**src/uart_rx_pkg.sv**
```systemverilog
package uart_rx_pkg;

  // Register byte offsets
  localparam logic [7:0] OFF_DATA = 8'h00;
  localparam logic [7:0] OFF_STAT_A = 8'h04;
  localparam logic [7:0] OFF_CTRL_B = 8'h08;
  localparam logic [7:0] OFF_CTRL_C = 8'h0C;
  localparam logic [7:0] OFF_BAUD = 8'h10;

  // status_reg_a fields
  localparam int STA_RXC = 7;
  localparam int STA_FE = 4;
  localparam int STA_DOR = 3;
  localparam int STA_PE = 2;
  localparam int STA_U2X = 1;

  // control_reg_b fields
  localparam int CTB_RECEIVE_COMPLETE_IRQ_ENABLE = 7;
  localparam int CTB_RECEIVER_ENABLE_BIT = 4;
  localparam int CTB_SIZE2 = 2;
  localparam int CTB_NINTH_RX_BIT = 1;

  // control_reg_c fields
  localparam int CTC_SYNC = 6;
  localparam int CTC_UPM1 = 5;
  localparam int CTC_UPM0 = 4;
  localparam int CTC_STOP_BITS_SELECT = 3;
  localparam int CTC_SIZE_HI = 2;
  localparam int CTC_SIZE_LO = 1;

  // Reset values
  localparam logic [7:0] CTB_RESET = 8'h00;
  localparam logic [7:0] CTC_RESET = 8'h06;
  localparam logic [11:0] BAUD_RESET = 12'h000;

  // Character size codes
  localparam logic [2:0] SIZE_9BIT = 3'h7;
  localparam logic [3:0] BITS_MIN = 4'h5;

  // Oversampling: last sample index of a bit and the first of the three voting samples
  localparam logic [3:0] SPB_NORM = 4'hF;
  localparam logic [3:0] SPB_DBL = 4'h7;
  localparam logic [3:0] VOTE1_NORM = 4'h8;
  localparam logic [3:0] VOTE1_DBL = 4'h4;

  typedef enum logic [1:0] {ST_IDLE, ST_START, ST_BITS, ST_STOP} rx_state_t;

  typedef struct packed {
    logic [8:0] data;
    logic fe;
    logic overrun_flag;
    logic pe;
  } rx_entry_t;

endpackage

```
**src/uart_serial_receiver.sv**
```systemverilog
`timescale 1ns/1ps
// Function
// - Setting receiver enable hands the serial input pin to the receiver.
// - Synchronous mode samples bits on the external transfer clock rising edges.
// - After a valid start bit, shift bits up to first stop; ignore second stop.
// - On the first stop bit move the shift register into the receive buffer.
// - Data bits above the character size read as zero.
// - In 9-bit mode the ninth bit shows in control_reg_b, buffered per frame.
// - Reading the data location pops the FIFO and its flags.
// - Receive complete flag is one exactly while unread data is buffered.
// - Clearing receiver enable empties the buffer and clears receive complete.
// - Interrupt request follows receive complete while its enable is set.
// - Error flags travel in the buffer with their frame, shown in status_reg_a.
// - Writes to error flag positions are ignored; software writes zeros.
// - Error flags never raise an interrupt.
// - Framing error is one when the first stop bit sampled low.
// - Overrun when buffer full, shift register waiting and a new start seen.
// - Overrun clears when a frame moves from shift register into the buffer.
// - Parity check on when mode bit 1 set; compares computed and received parity.
// - Parity error reads zero when checking off, else the buffered result.
// - Clearing enable stops reception at once and frees the pin.
// - Asynchronous mode validates the start bit by majority of samples 8,9,10 or 4,5,6.
module uart_serial_receiver
  import uart_rx_pkg::*;
#(
  parameter int BAUD_W = 12
)(
  input wire logic pclk,
  input wire logic presetn,
  input wire logic psel,
  input wire logic penable,
  input wire logic pwrite,
  input wire logic [7:0] paddr,
  input wire logic [31:0] pwdata,
  output logic [31:0] prdata,
  output logic pready,
  output logic pslverr,
  input wire logic serial_input_pin,
  input wire logic external_transfer_clock_pin,
  output logic pin_override,
  output logic rx_complete_irq
);

  logic [7:0] ctrl_b_r;
  logic [7:0] ctrl_c_r;
  logic u2x_r;
  logic [BAUD_W-1:0] baud_r;
  logic [31:0] prdata_r;
  logic pslverr_r;
  logic rx_s1_r, rx_s2_r, xck_s1_r, xck_s2_r, xck_d_r;
  logic [BAUD_W-1:0] baud_cnt_r;
  logic [3:0] smp_r;
  logic v1_r, v2_r;
  rx_state_t state_r;
  logic [3:0] idx_r;
  logic [9:0] shift_r;
  rx_entry_t mem_r [2];
  logic wr_ptr_r, rd_ptr_r;
  logic [1:0] count_r;
  rx_entry_t pend_r;
  logic pend_vld_r;
  logic dor_pend_r;

  logic receiver_enable_bit, sync_mode, upm1, upm0;
  logic [2:0] size_code;
  logic [3:0] nbits, total_bits, spb, vote1;
  logic [8:0] data_mask;
  logic tick, xck_rise, bit_evt, bit_val, maj, start_det;
  logic setup, access, wr_acc, rd_data_acc, mapped;
  logic full, pop, push;
  rx_entry_t frame_ent, push_ent, head;
  logic [31:0] rd_mux;
  logic stat_pe;

  assign receiver_enable_bit = ctrl_b_r[CTB_RECEIVER_ENABLE_BIT];
  assign sync_mode = ctrl_c_r[CTC_SYNC];
  assign upm1 = ctrl_c_r[CTC_UPM1];
  assign upm0 = ctrl_c_r[CTC_UPM0];
  assign size_code = {ctrl_b_r[CTB_SIZE2], ctrl_c_r[CTC_SIZE_HI:CTC_SIZE_LO]};
  assign nbits = (size_code == SIZE_9BIT) ? 4'h9 : (size_code[2] ? 4'h8 : BITS_MIN + {2'h0, size_code[1:0]});
  assign total_bits = nbits + {3'h0, upm1};
  assign data_mask = 9'h1FF >> (4'h9 - nbits);
  assign spb = u2x_r ? SPB_DBL : SPB_NORM;
  assign vote1 = u2x_r ? VOTE1_DBL : VOTE1_NORM;

  assign pin_override = receiver_enable_bit;
  assign rx_complete_irq = ctrl_b_r[CTB_RECEIVE_COMPLETE_IRQ_ENABLE] & (count_r != 2'h0);

  // APB: zero wait states; read data is captured in the setup cycle
  assign setup = psel & ~penable;
  assign access = psel & penable;
  assign wr_acc = access & pwrite;
  assign rd_data_acc = access & ~pwrite & (paddr == OFF_DATA);
  assign mapped = (paddr == OFF_DATA) | (paddr == OFF_STAT_A) | (paddr == OFF_CTRL_B) |
                  (paddr == OFF_CTRL_C) | (paddr == OFF_BAUD);
  assign pready = access;
  assign pslverr = pslverr_r & access;
  assign prdata = prdata_r;

  assign head = mem_r[rd_ptr_r];
  assign stat_pe = upm1 & head.pe & (count_r != 2'h0);

  always_comb
  begin
    rd_mux = 32'h0000_0000;
    case (paddr)
      OFF_DATA: rd_mux[8:0] = {1'b0, head.data[7:0]} & {1'b0, data_mask[7:0]};
      OFF_STAT_A:
      begin
        rd_mux[STA_RXC] = (count_r != 2'h0);
        rd_mux[STA_FE] = head.fe & (count_r != 2'h0);
        rd_mux[STA_DOR] = head.overrun_flag & (count_r != 2'h0);
        rd_mux[STA_PE] = stat_pe;
        rd_mux[STA_U2X] = u2x_r;
      end
      OFF_CTRL_B:
      begin
        rd_mux[7:0] = ctrl_b_r;
        rd_mux[CTB_NINTH_RX_BIT] = head.data[8] & (count_r != 2'h0);
      end
      OFF_CTRL_C: rd_mux[7:0] = ctrl_c_r;
      OFF_BAUD: rd_mux[BAUD_W-1:0] = baud_r;
      default: rd_mux = 32'h0000_0000;
    endcase
  end

  always_ff @(posedge pclk or negedge presetn)
  begin
    if (!presetn)
    begin
      prdata_r <= 32'h0000_0000;
      pslverr_r <= 1'b0;
    end
    else if (setup)
    begin
      prdata_r <= pwrite ? 32'h0000_0000 : rd_mux;
      pslverr_r <= ~mapped;
    end
  end

  // Error flag positions in status_reg_a are not writable
  always_ff @(posedge pclk or negedge presetn)
  begin
    if (!presetn)
    begin
      ctrl_b_r <= CTB_RESET;
      ctrl_c_r <= CTC_RESET;
      u2x_r <= 1'b0;
      baud_r <= BAUD_RESET;
    end
    else if (wr_acc)
    begin
      case (paddr)
        OFF_STAT_A: u2x_r <= pwdata[STA_U2X];
        OFF_CTRL_B: ctrl_b_r <= pwdata[7:0] & ~(8'h01 << CTB_NINTH_RX_BIT);
        OFF_CTRL_C: ctrl_c_r <= pwdata[7:0];
        OFF_BAUD: baud_r <= pwdata[BAUD_W-1:0];
        default: ;
      endcase
    end
  end

  // Pin synchronisers; the edge detector compares the second stage with its delayed copy xck_d_r
  always_ff @(posedge pclk or negedge presetn)
  begin
    if (!presetn)
    begin
      rx_s1_r <= 1'b1;
      rx_s2_r <= 1'b1;
      xck_s1_r <= 1'b0;
      xck_s2_r <= 1'b0;
      xck_d_r <= 1'b0;
    end
    else
    begin
      rx_s1_r <= serial_input_pin;
      rx_s2_r <= rx_s1_r;
      xck_s1_r <= external_transfer_clock_pin;
      xck_s2_r <= xck_s1_r;
      xck_d_r <= xck_s2_r;
    end
  end

  assign xck_rise = xck_s2_r & ~xck_d_r;

  // Oversampling tick: baud_r + 1 pclk cycles per sample
  always_ff @(posedge pclk or negedge presetn)
  begin
    if (!presetn)
      baud_cnt_r <= '0;
    else if (!receiver_enable_bit || baud_cnt_r == '0)
      baud_cnt_r <= baud_r;
    else
      baud_cnt_r <= baud_cnt_r - 1'b1;
  end

  assign tick = receiver_enable_bit & ~sync_mode & (baud_cnt_r == '0);
  assign maj = (v1_r & v2_r) | (v1_r & rx_s2_r) | (v2_r & rx_s2_r);
  assign bit_evt = sync_mode ? (receiver_enable_bit & xck_rise) : (tick & (smp_r == vote1 + 4'h2));
  assign bit_val = sync_mode ? rx_s2_r : maj;
  assign start_det = (state_r == ST_IDLE) & ~rx_s2_r & (sync_mode ? (receiver_enable_bit & xck_rise) : tick);

  always_ff @(posedge pclk or negedge presetn)
  begin
    if (!presetn)
    begin
      smp_r <= 4'h0;
      v1_r <= 1'b1;
      v2_r <= 1'b1;
    end
    else if (start_det)
      smp_r <= 4'h2; // The detecting tick is sample 1, so the next tick is sample 2
    else if (tick && state_r != ST_IDLE)
    begin
      smp_r <= (smp_r == spb) ? 4'h0 : smp_r + 4'h1;
      if (smp_r == vote1)
        v1_r <= rx_s2_r;
      if (smp_r == vote1 + 4'h1)
        v2_r <= rx_s2_r;
    end
  end

  always_ff @(posedge pclk or negedge presetn)
  begin
    if (!presetn)
    begin
      state_r <= ST_IDLE;
      idx_r <= 4'h0;
      shift_r <= 10'h000;
    end
    else if (!receiver_enable_bit)
      state_r <= ST_IDLE;
    else
    begin
      case (state_r)
        ST_IDLE:
          if (start_det)
          begin
            state_r <= sync_mode ? ST_BITS : ST_START;
            idx_r <= 4'h0;
            shift_r <= 10'h000;
          end
        ST_START:
          if (bit_evt)
            state_r <= bit_val ? ST_IDLE : ST_BITS;
        ST_BITS:
          if (bit_evt)
          begin
            shift_r[idx_r] <= bit_val;
            idx_r <= idx_r + 4'h1;
            if (idx_r == total_bits - 4'h1)
              state_r <= ST_STOP;
          end
        ST_STOP:
          if (bit_evt)
            state_r <= ST_IDLE;
        default: state_r <= ST_IDLE;
      endcase
    end
  end

  // Frame assembled at the first stop bit
  always_comb
  begin
    frame_ent.data = shift_r[8:0] & data_mask;
    frame_ent.fe = ~bit_val;
    frame_ent.overrun_flag = 1'b0;
    frame_ent.pe = upm1 & (shift_r[nbits] != ((^frame_ent.data) ^ upm0));
  end

  assign full = (count_r == 2'h2);
  assign pop = rd_data_acc & (count_r != 2'h0);
  // A waiting frame enters first so order is kept
  assign push = receiver_enable_bit & ((pend_vld_r & (~full | pop)) | (~pend_vld_r & (state_r == ST_STOP) & bit_evt & (~full | pop)));

  always_comb
  begin
    push_ent = pend_vld_r ? pend_r : frame_ent;
    push_ent.overrun_flag = dor_pend_r;
  end

  always_ff @(posedge pclk or negedge presetn)
  begin
    if (!presetn)
    begin
      pend_vld_r <= 1'b0;
      pend_r <= '0;
    end
    else if (!receiver_enable_bit)
      pend_vld_r <= 1'b0;
    else if (state_r == ST_STOP && bit_evt && (pend_vld_r || (full && !pop)))
    begin
      // With a frame already waiting the new one is lost, unless the waiting one enters the buffer in this cycle; then the new one waits
      if (!pend_vld_r)
      begin
        pend_vld_r <= 1'b1;
        pend_r <= frame_ent;
      end
      else if (push)
        pend_r <= frame_ent;
    end
    else if (push && pend_vld_r)
      pend_vld_r <= 1'b0;
  end

  always_ff @(posedge pclk or negedge presetn)
  begin
    if (!presetn)
      dor_pend_r <= 1'b0;
    else if (!receiver_enable_bit)
      dor_pend_r <= 1'b0;
    else if (start_det && full && pend_vld_r && !pop)
      dor_pend_r <= 1'b1;
    else if (push)
      dor_pend_r <= 1'b0;
  end

  always_ff @(posedge pclk or negedge presetn)
  begin
    if (!presetn)
    begin
      wr_ptr_r <= 1'b0;
      rd_ptr_r <= 1'b0;
      count_r <= 2'h0;
    end
    else if (!receiver_enable_bit)
    begin
      wr_ptr_r <= 1'b0;
      rd_ptr_r <= 1'b0;
      count_r <= 2'h0;
    end
    else
    begin
      if (push)
        wr_ptr_r <= ~wr_ptr_r;
      if (pop)
        rd_ptr_r <= ~rd_ptr_r;
      count_r <= count_r + {1'b0, push} - {1'b0, pop};
    end
  end

  always_ff @(posedge pclk or negedge presetn)
  begin
    if (!presetn)
    begin
      mem_r[0] <= '0;
      mem_r[1] <= '0;
    end
    else if (push)
      mem_r[wr_ptr_r] <= push_ent;
  end
endmodule // uart_serial_receiver

```
**config.mk**
```make
export PLATFORM = sky130hd
export DESIGN_NAME = uart_serial_receiver
export DESIGN_NICKNAME = d
export VERILOG_FILES = /design/src/uart_rx_pkg.sv /design/src/uart_serial_receiver.sv
export SDC_FILE = /design/constraint.sdc
export NUM_CORES = 1
export LEC_CHECK = 0
export BUFFER_PORTS_ARGS = -buffer_cell sky130_fd_sc_hd__buf_2
export CAP_MARGIN = 0
export CORE_MARGIN = 2
export CORE_UTILIZATION = 33
export DETAILED_ROUTE_END_ITERATION = 10
export SYNTH_ARGS = -nofsm -noshare
export SYNTH_HDL_FRONTEND = slang
export SYNTH_SLANG_ARGS = --single-unit
```
**constraint.sdc**
```tcl
create_clock -name pclk -period 2.8 [get_ports pclk]
set_input_delay 0.42 -clock pclk [delete_from_list [all_inputs] [get_ports pclk]]
set_output_delay 0.42 -clock pclk [all_outputs]
set_load 0.005 [all_outputs]
```
==> run metrics <==
status=finished with violations; failing checks=hold timing; post-route clock period utilization=0.956; Detail Route Antenna Nets=0; gr usage total=0.149; fin crit period=2.68 ns; Worst-Skew Late Latency=0.42 ns; final worst slack=0.123 ns; synthesized area per cell=10.1 um2; Fin. Hold Viols=6; skew final=0.0117 ns; asr flop ratio synth=1.00; # clock sinks=121; reg-to-reg endpoint=mem_r[0]; CP Capture Type=flip-flop; Avg WL per Cell=15.2 um; GRT Residual Overflow=0; clk buf depth=2; Placement Cell Area=0.00726 mm2; I/O Pins=83; most used flip-flop cell after synthesis=dfrtp_1; reg2reg setup slack=0.12 ns; # diodes=0; largest net degree at the start of global routing=61; Worst Path Required=3.10 ns; Netlist cell types=68; register area=0.00304 mm2; worst path arrival time=2.98 ns; Worst R2R Path Depth=12; total CTS buffers=17; DIE AREA=0.0212 mm2; Reg clk slew, reported paths=0.06 ns; peak fanout along the critical path=5; # rows=51; routed wire length=15300 um; Die Span Y=146 um; WS Path Type=reg -> reg; Synth top area share=0.434; initial DRC count=299; total of max-cap violations=0; first-pass GRT wire length=25300 um; Hold WS=-0.00806 ns; Final HPWL DP=11200 um; VDD IR max=0.484 mV; Initial Util=0.338; Area contributors post-synth=dfrtp_1 43%, mux2_2 6.6%, nand2_1 4.9%, ha_1 3.6%, mux2i_1 3.3%; Pre-antenna DRT Iters=4; PD cells=517 mW/mm2; cts hold-fix bufs=0; fin nets=790; Vias per Instance=4.87; Die Wd=146 um; count of flip-flops with a built-in enable after synthesis=0; max-slew headroom at the worst pin=0.561; worst slew pin tran=0.652 ns; fin area=0.00793 mm2; Fmax=374 MHz; via count=4876; RSZ-0062 raised after global routing=yes; multi-input logic area=0.00339 mm2; share of cells above drive strength 1=0.246; R2R Path Start=ctrl_c_r[1]; IO Port Bufs=42; Final Util=0.405; Final setup viols=0; Critical Path Source Type=flip-flop; area leader, netlist=dfrtp_1; number of global-route vias before repair=4751; CTS tree=built; area overhead of the layout relative to synthesis=19.5%; routability cong.=0.789; Layout fillers=1930; hold crit path type=in -> async; Place WS=0.0209 ns; Slew Limit Fails=0; DR DRC count=0; clock root buffer=clkbuf_16; depth of the CTS H-tree=4; sequential share of the synthesized area=0.458; FF+latch count, synth=121; Cells after Synth=658; Core ar.=0.0196 mm2; initial antenna violation count=0; Mapped Area=0.00663 mm2; Synth Warn #=0; leakage=3.67 nW
[critical path: stages, from the launching register on]
cell,delay [ns]
dfstp_2,0.61
ha_4,0.24
nand2b_4,0.09
inv_1,0.07
ha_1,0.22
nand2b_4,0.17
xnor2_2,0.17
mux2i_1,0.24
xnor2_1,0.12
xnor2_1,0.27
xnor2_2,0.16
buf_4,0.14
o21ai_1,0.06
[placed cells by master (no fill, tap or decap), types with 4 or more instances in the layout]
cell type / netlist / layout
dfrtp_1: 115 / 115
nand2_1: 87 / 87
nor2_1: 46 / 46
buf_2: 6 / 41
mux2_2: 39 / 39
buf_4: 23 / 34
a21oi_1: 30 / 30
o21ai_0: 29 / 29
mux2i_1: 22 / 22
xnor2_1: 23 / 21
conb_1: 1 / 20
inv_1: 19 / 19
ha_1: 19 / 17
clkbuf_16: 0 / 17
o21ai_1: 11 / 11
mux2_1: 11 / 11
xor2_1: 10 / 10
nand3_1: 10 / 10
nor3_1: 9 / 9
nor4_1: 9 / 9
a22o_1: 8 / 8
and3_1: 7 / 7
nand2b_1: 9 / 7
and2_1: 7 / 7
inv_8: 0 / 7
inv_6: 0 / 6
dfstp_2: 6 / 6
o211ai_1: 5 / 5
o31ai_1: 4 / 4
nor2b_1: 6 / 4
[flip-flops by register name (all words and copies together), names as in the netlist, 2 cells and up]
name,cells
baud_r,12
smp_r,4
ctrl_c_r,8
shift_r,10
mem_r,24
prdata,12
count_r,2
idx_r,4
ctrl_b_r,7
baud_cnt_r,12
pend_r,11
state_r,2
[how the worst max path moves through the flow]
stage,startpoint,end,depth (start not counted)
2_1_floorplan,paddr[7],count_r[1],10
3_3_place_gp,paddr[7],count_r[1],10
3_5_place_dp,paddr[7],count_r[1],10
4_1_cts,ctrl_c_r[1],mem_r[0],11
5_1_grt,ctrl_c_r[1],state_r[0],12
6_report,ctrl_c_r[1],mem_r[0],12
[layer usage]
layer  up-vias  track usage  routed length (um)
li1       2412            -                   -
met1      2372        0.210                7680
met2        79        0.231                6890
met3        13       0.0373                 553
met4         0       0.0343                 138
met5         -            0                   0
[cell type report]
| cell class | count | area share |
|---|---|---|
| Clock buffer | 17 | 0.0537 |
| Clock inverter | 15 | 0.0185 |
| Inverter | 19 | 0.00900 |
| Multi-Input combinational cell | 487 | 0.428 |
| Sequential cell | 121 | 0.383 |
| Tap cell | 265 | 0.0418 |
| Timing Repair Buffer | 78 | 0.0657 |
[cell families (layout without fill, tap and decap cells)]
family | count (synthesis) | in the layout | synth area share
xor+xnor | 33 | 33 | 0.0436
mux | 72 | 72 | 0.118
simple gates | 221 | 221 | 0.168
fa+ha+maj | 20 | 20 | 0.0374
other cells | 1 | 20 | 0.000566
flops | 121 | 121 | 0.458
compound gates | 121 | 121 | 0.121
buf+inv | 69 | 129 | 0.0532
[cells in the mapped netlist (11+ instances only)]
master	count
o21ai_0	29
a21oi_1	30
inv_1	19
clkbuf_1	18
mux2_2	39
buf_4	23
mux2_1	11
xnor2_1	23
mux2i_1	22
ha_1	19
nor2_1	46
nand2_1	87
o21ai_1	11
dfrtp_1	115
[repair_timing]
| item | in CTS | in global routing |
|---|---|---|
| buffers inserted | 0 | 1 |
| gates resized for setup | 0 | 14 |
| setup endpoints to repair | 0 | 8 |
[report_power, final]
| part | internal (mW) | switching, mW | total [mW] | leakage (nW) |
|---|---|---|---|---|
| Combinational | 0.0687 | 0.119 | 0.188 | 1.73 |
| Clock | 1.19 | 0.938 | 2.13 | 0.279 |
| Sequential | 1.77 | 0.0166 | 1.78 | 1.66 |
[metrics by stage]
stage | cells | setup TNS [ns] | total power, mW
2_1_floorplan | 677 | 0 | 1.93
4_1_cts | 1001 | 0 | 4.14
6_report | 1002 | 0 | 4.10
3_3_place_gp | 969 | 0 | 2.00
3_5_place_dp | 969 | 0 | 2.00
5_1_grt | 1002 | -0.0214 | 4.24
(Power assumes the default switching activity.)
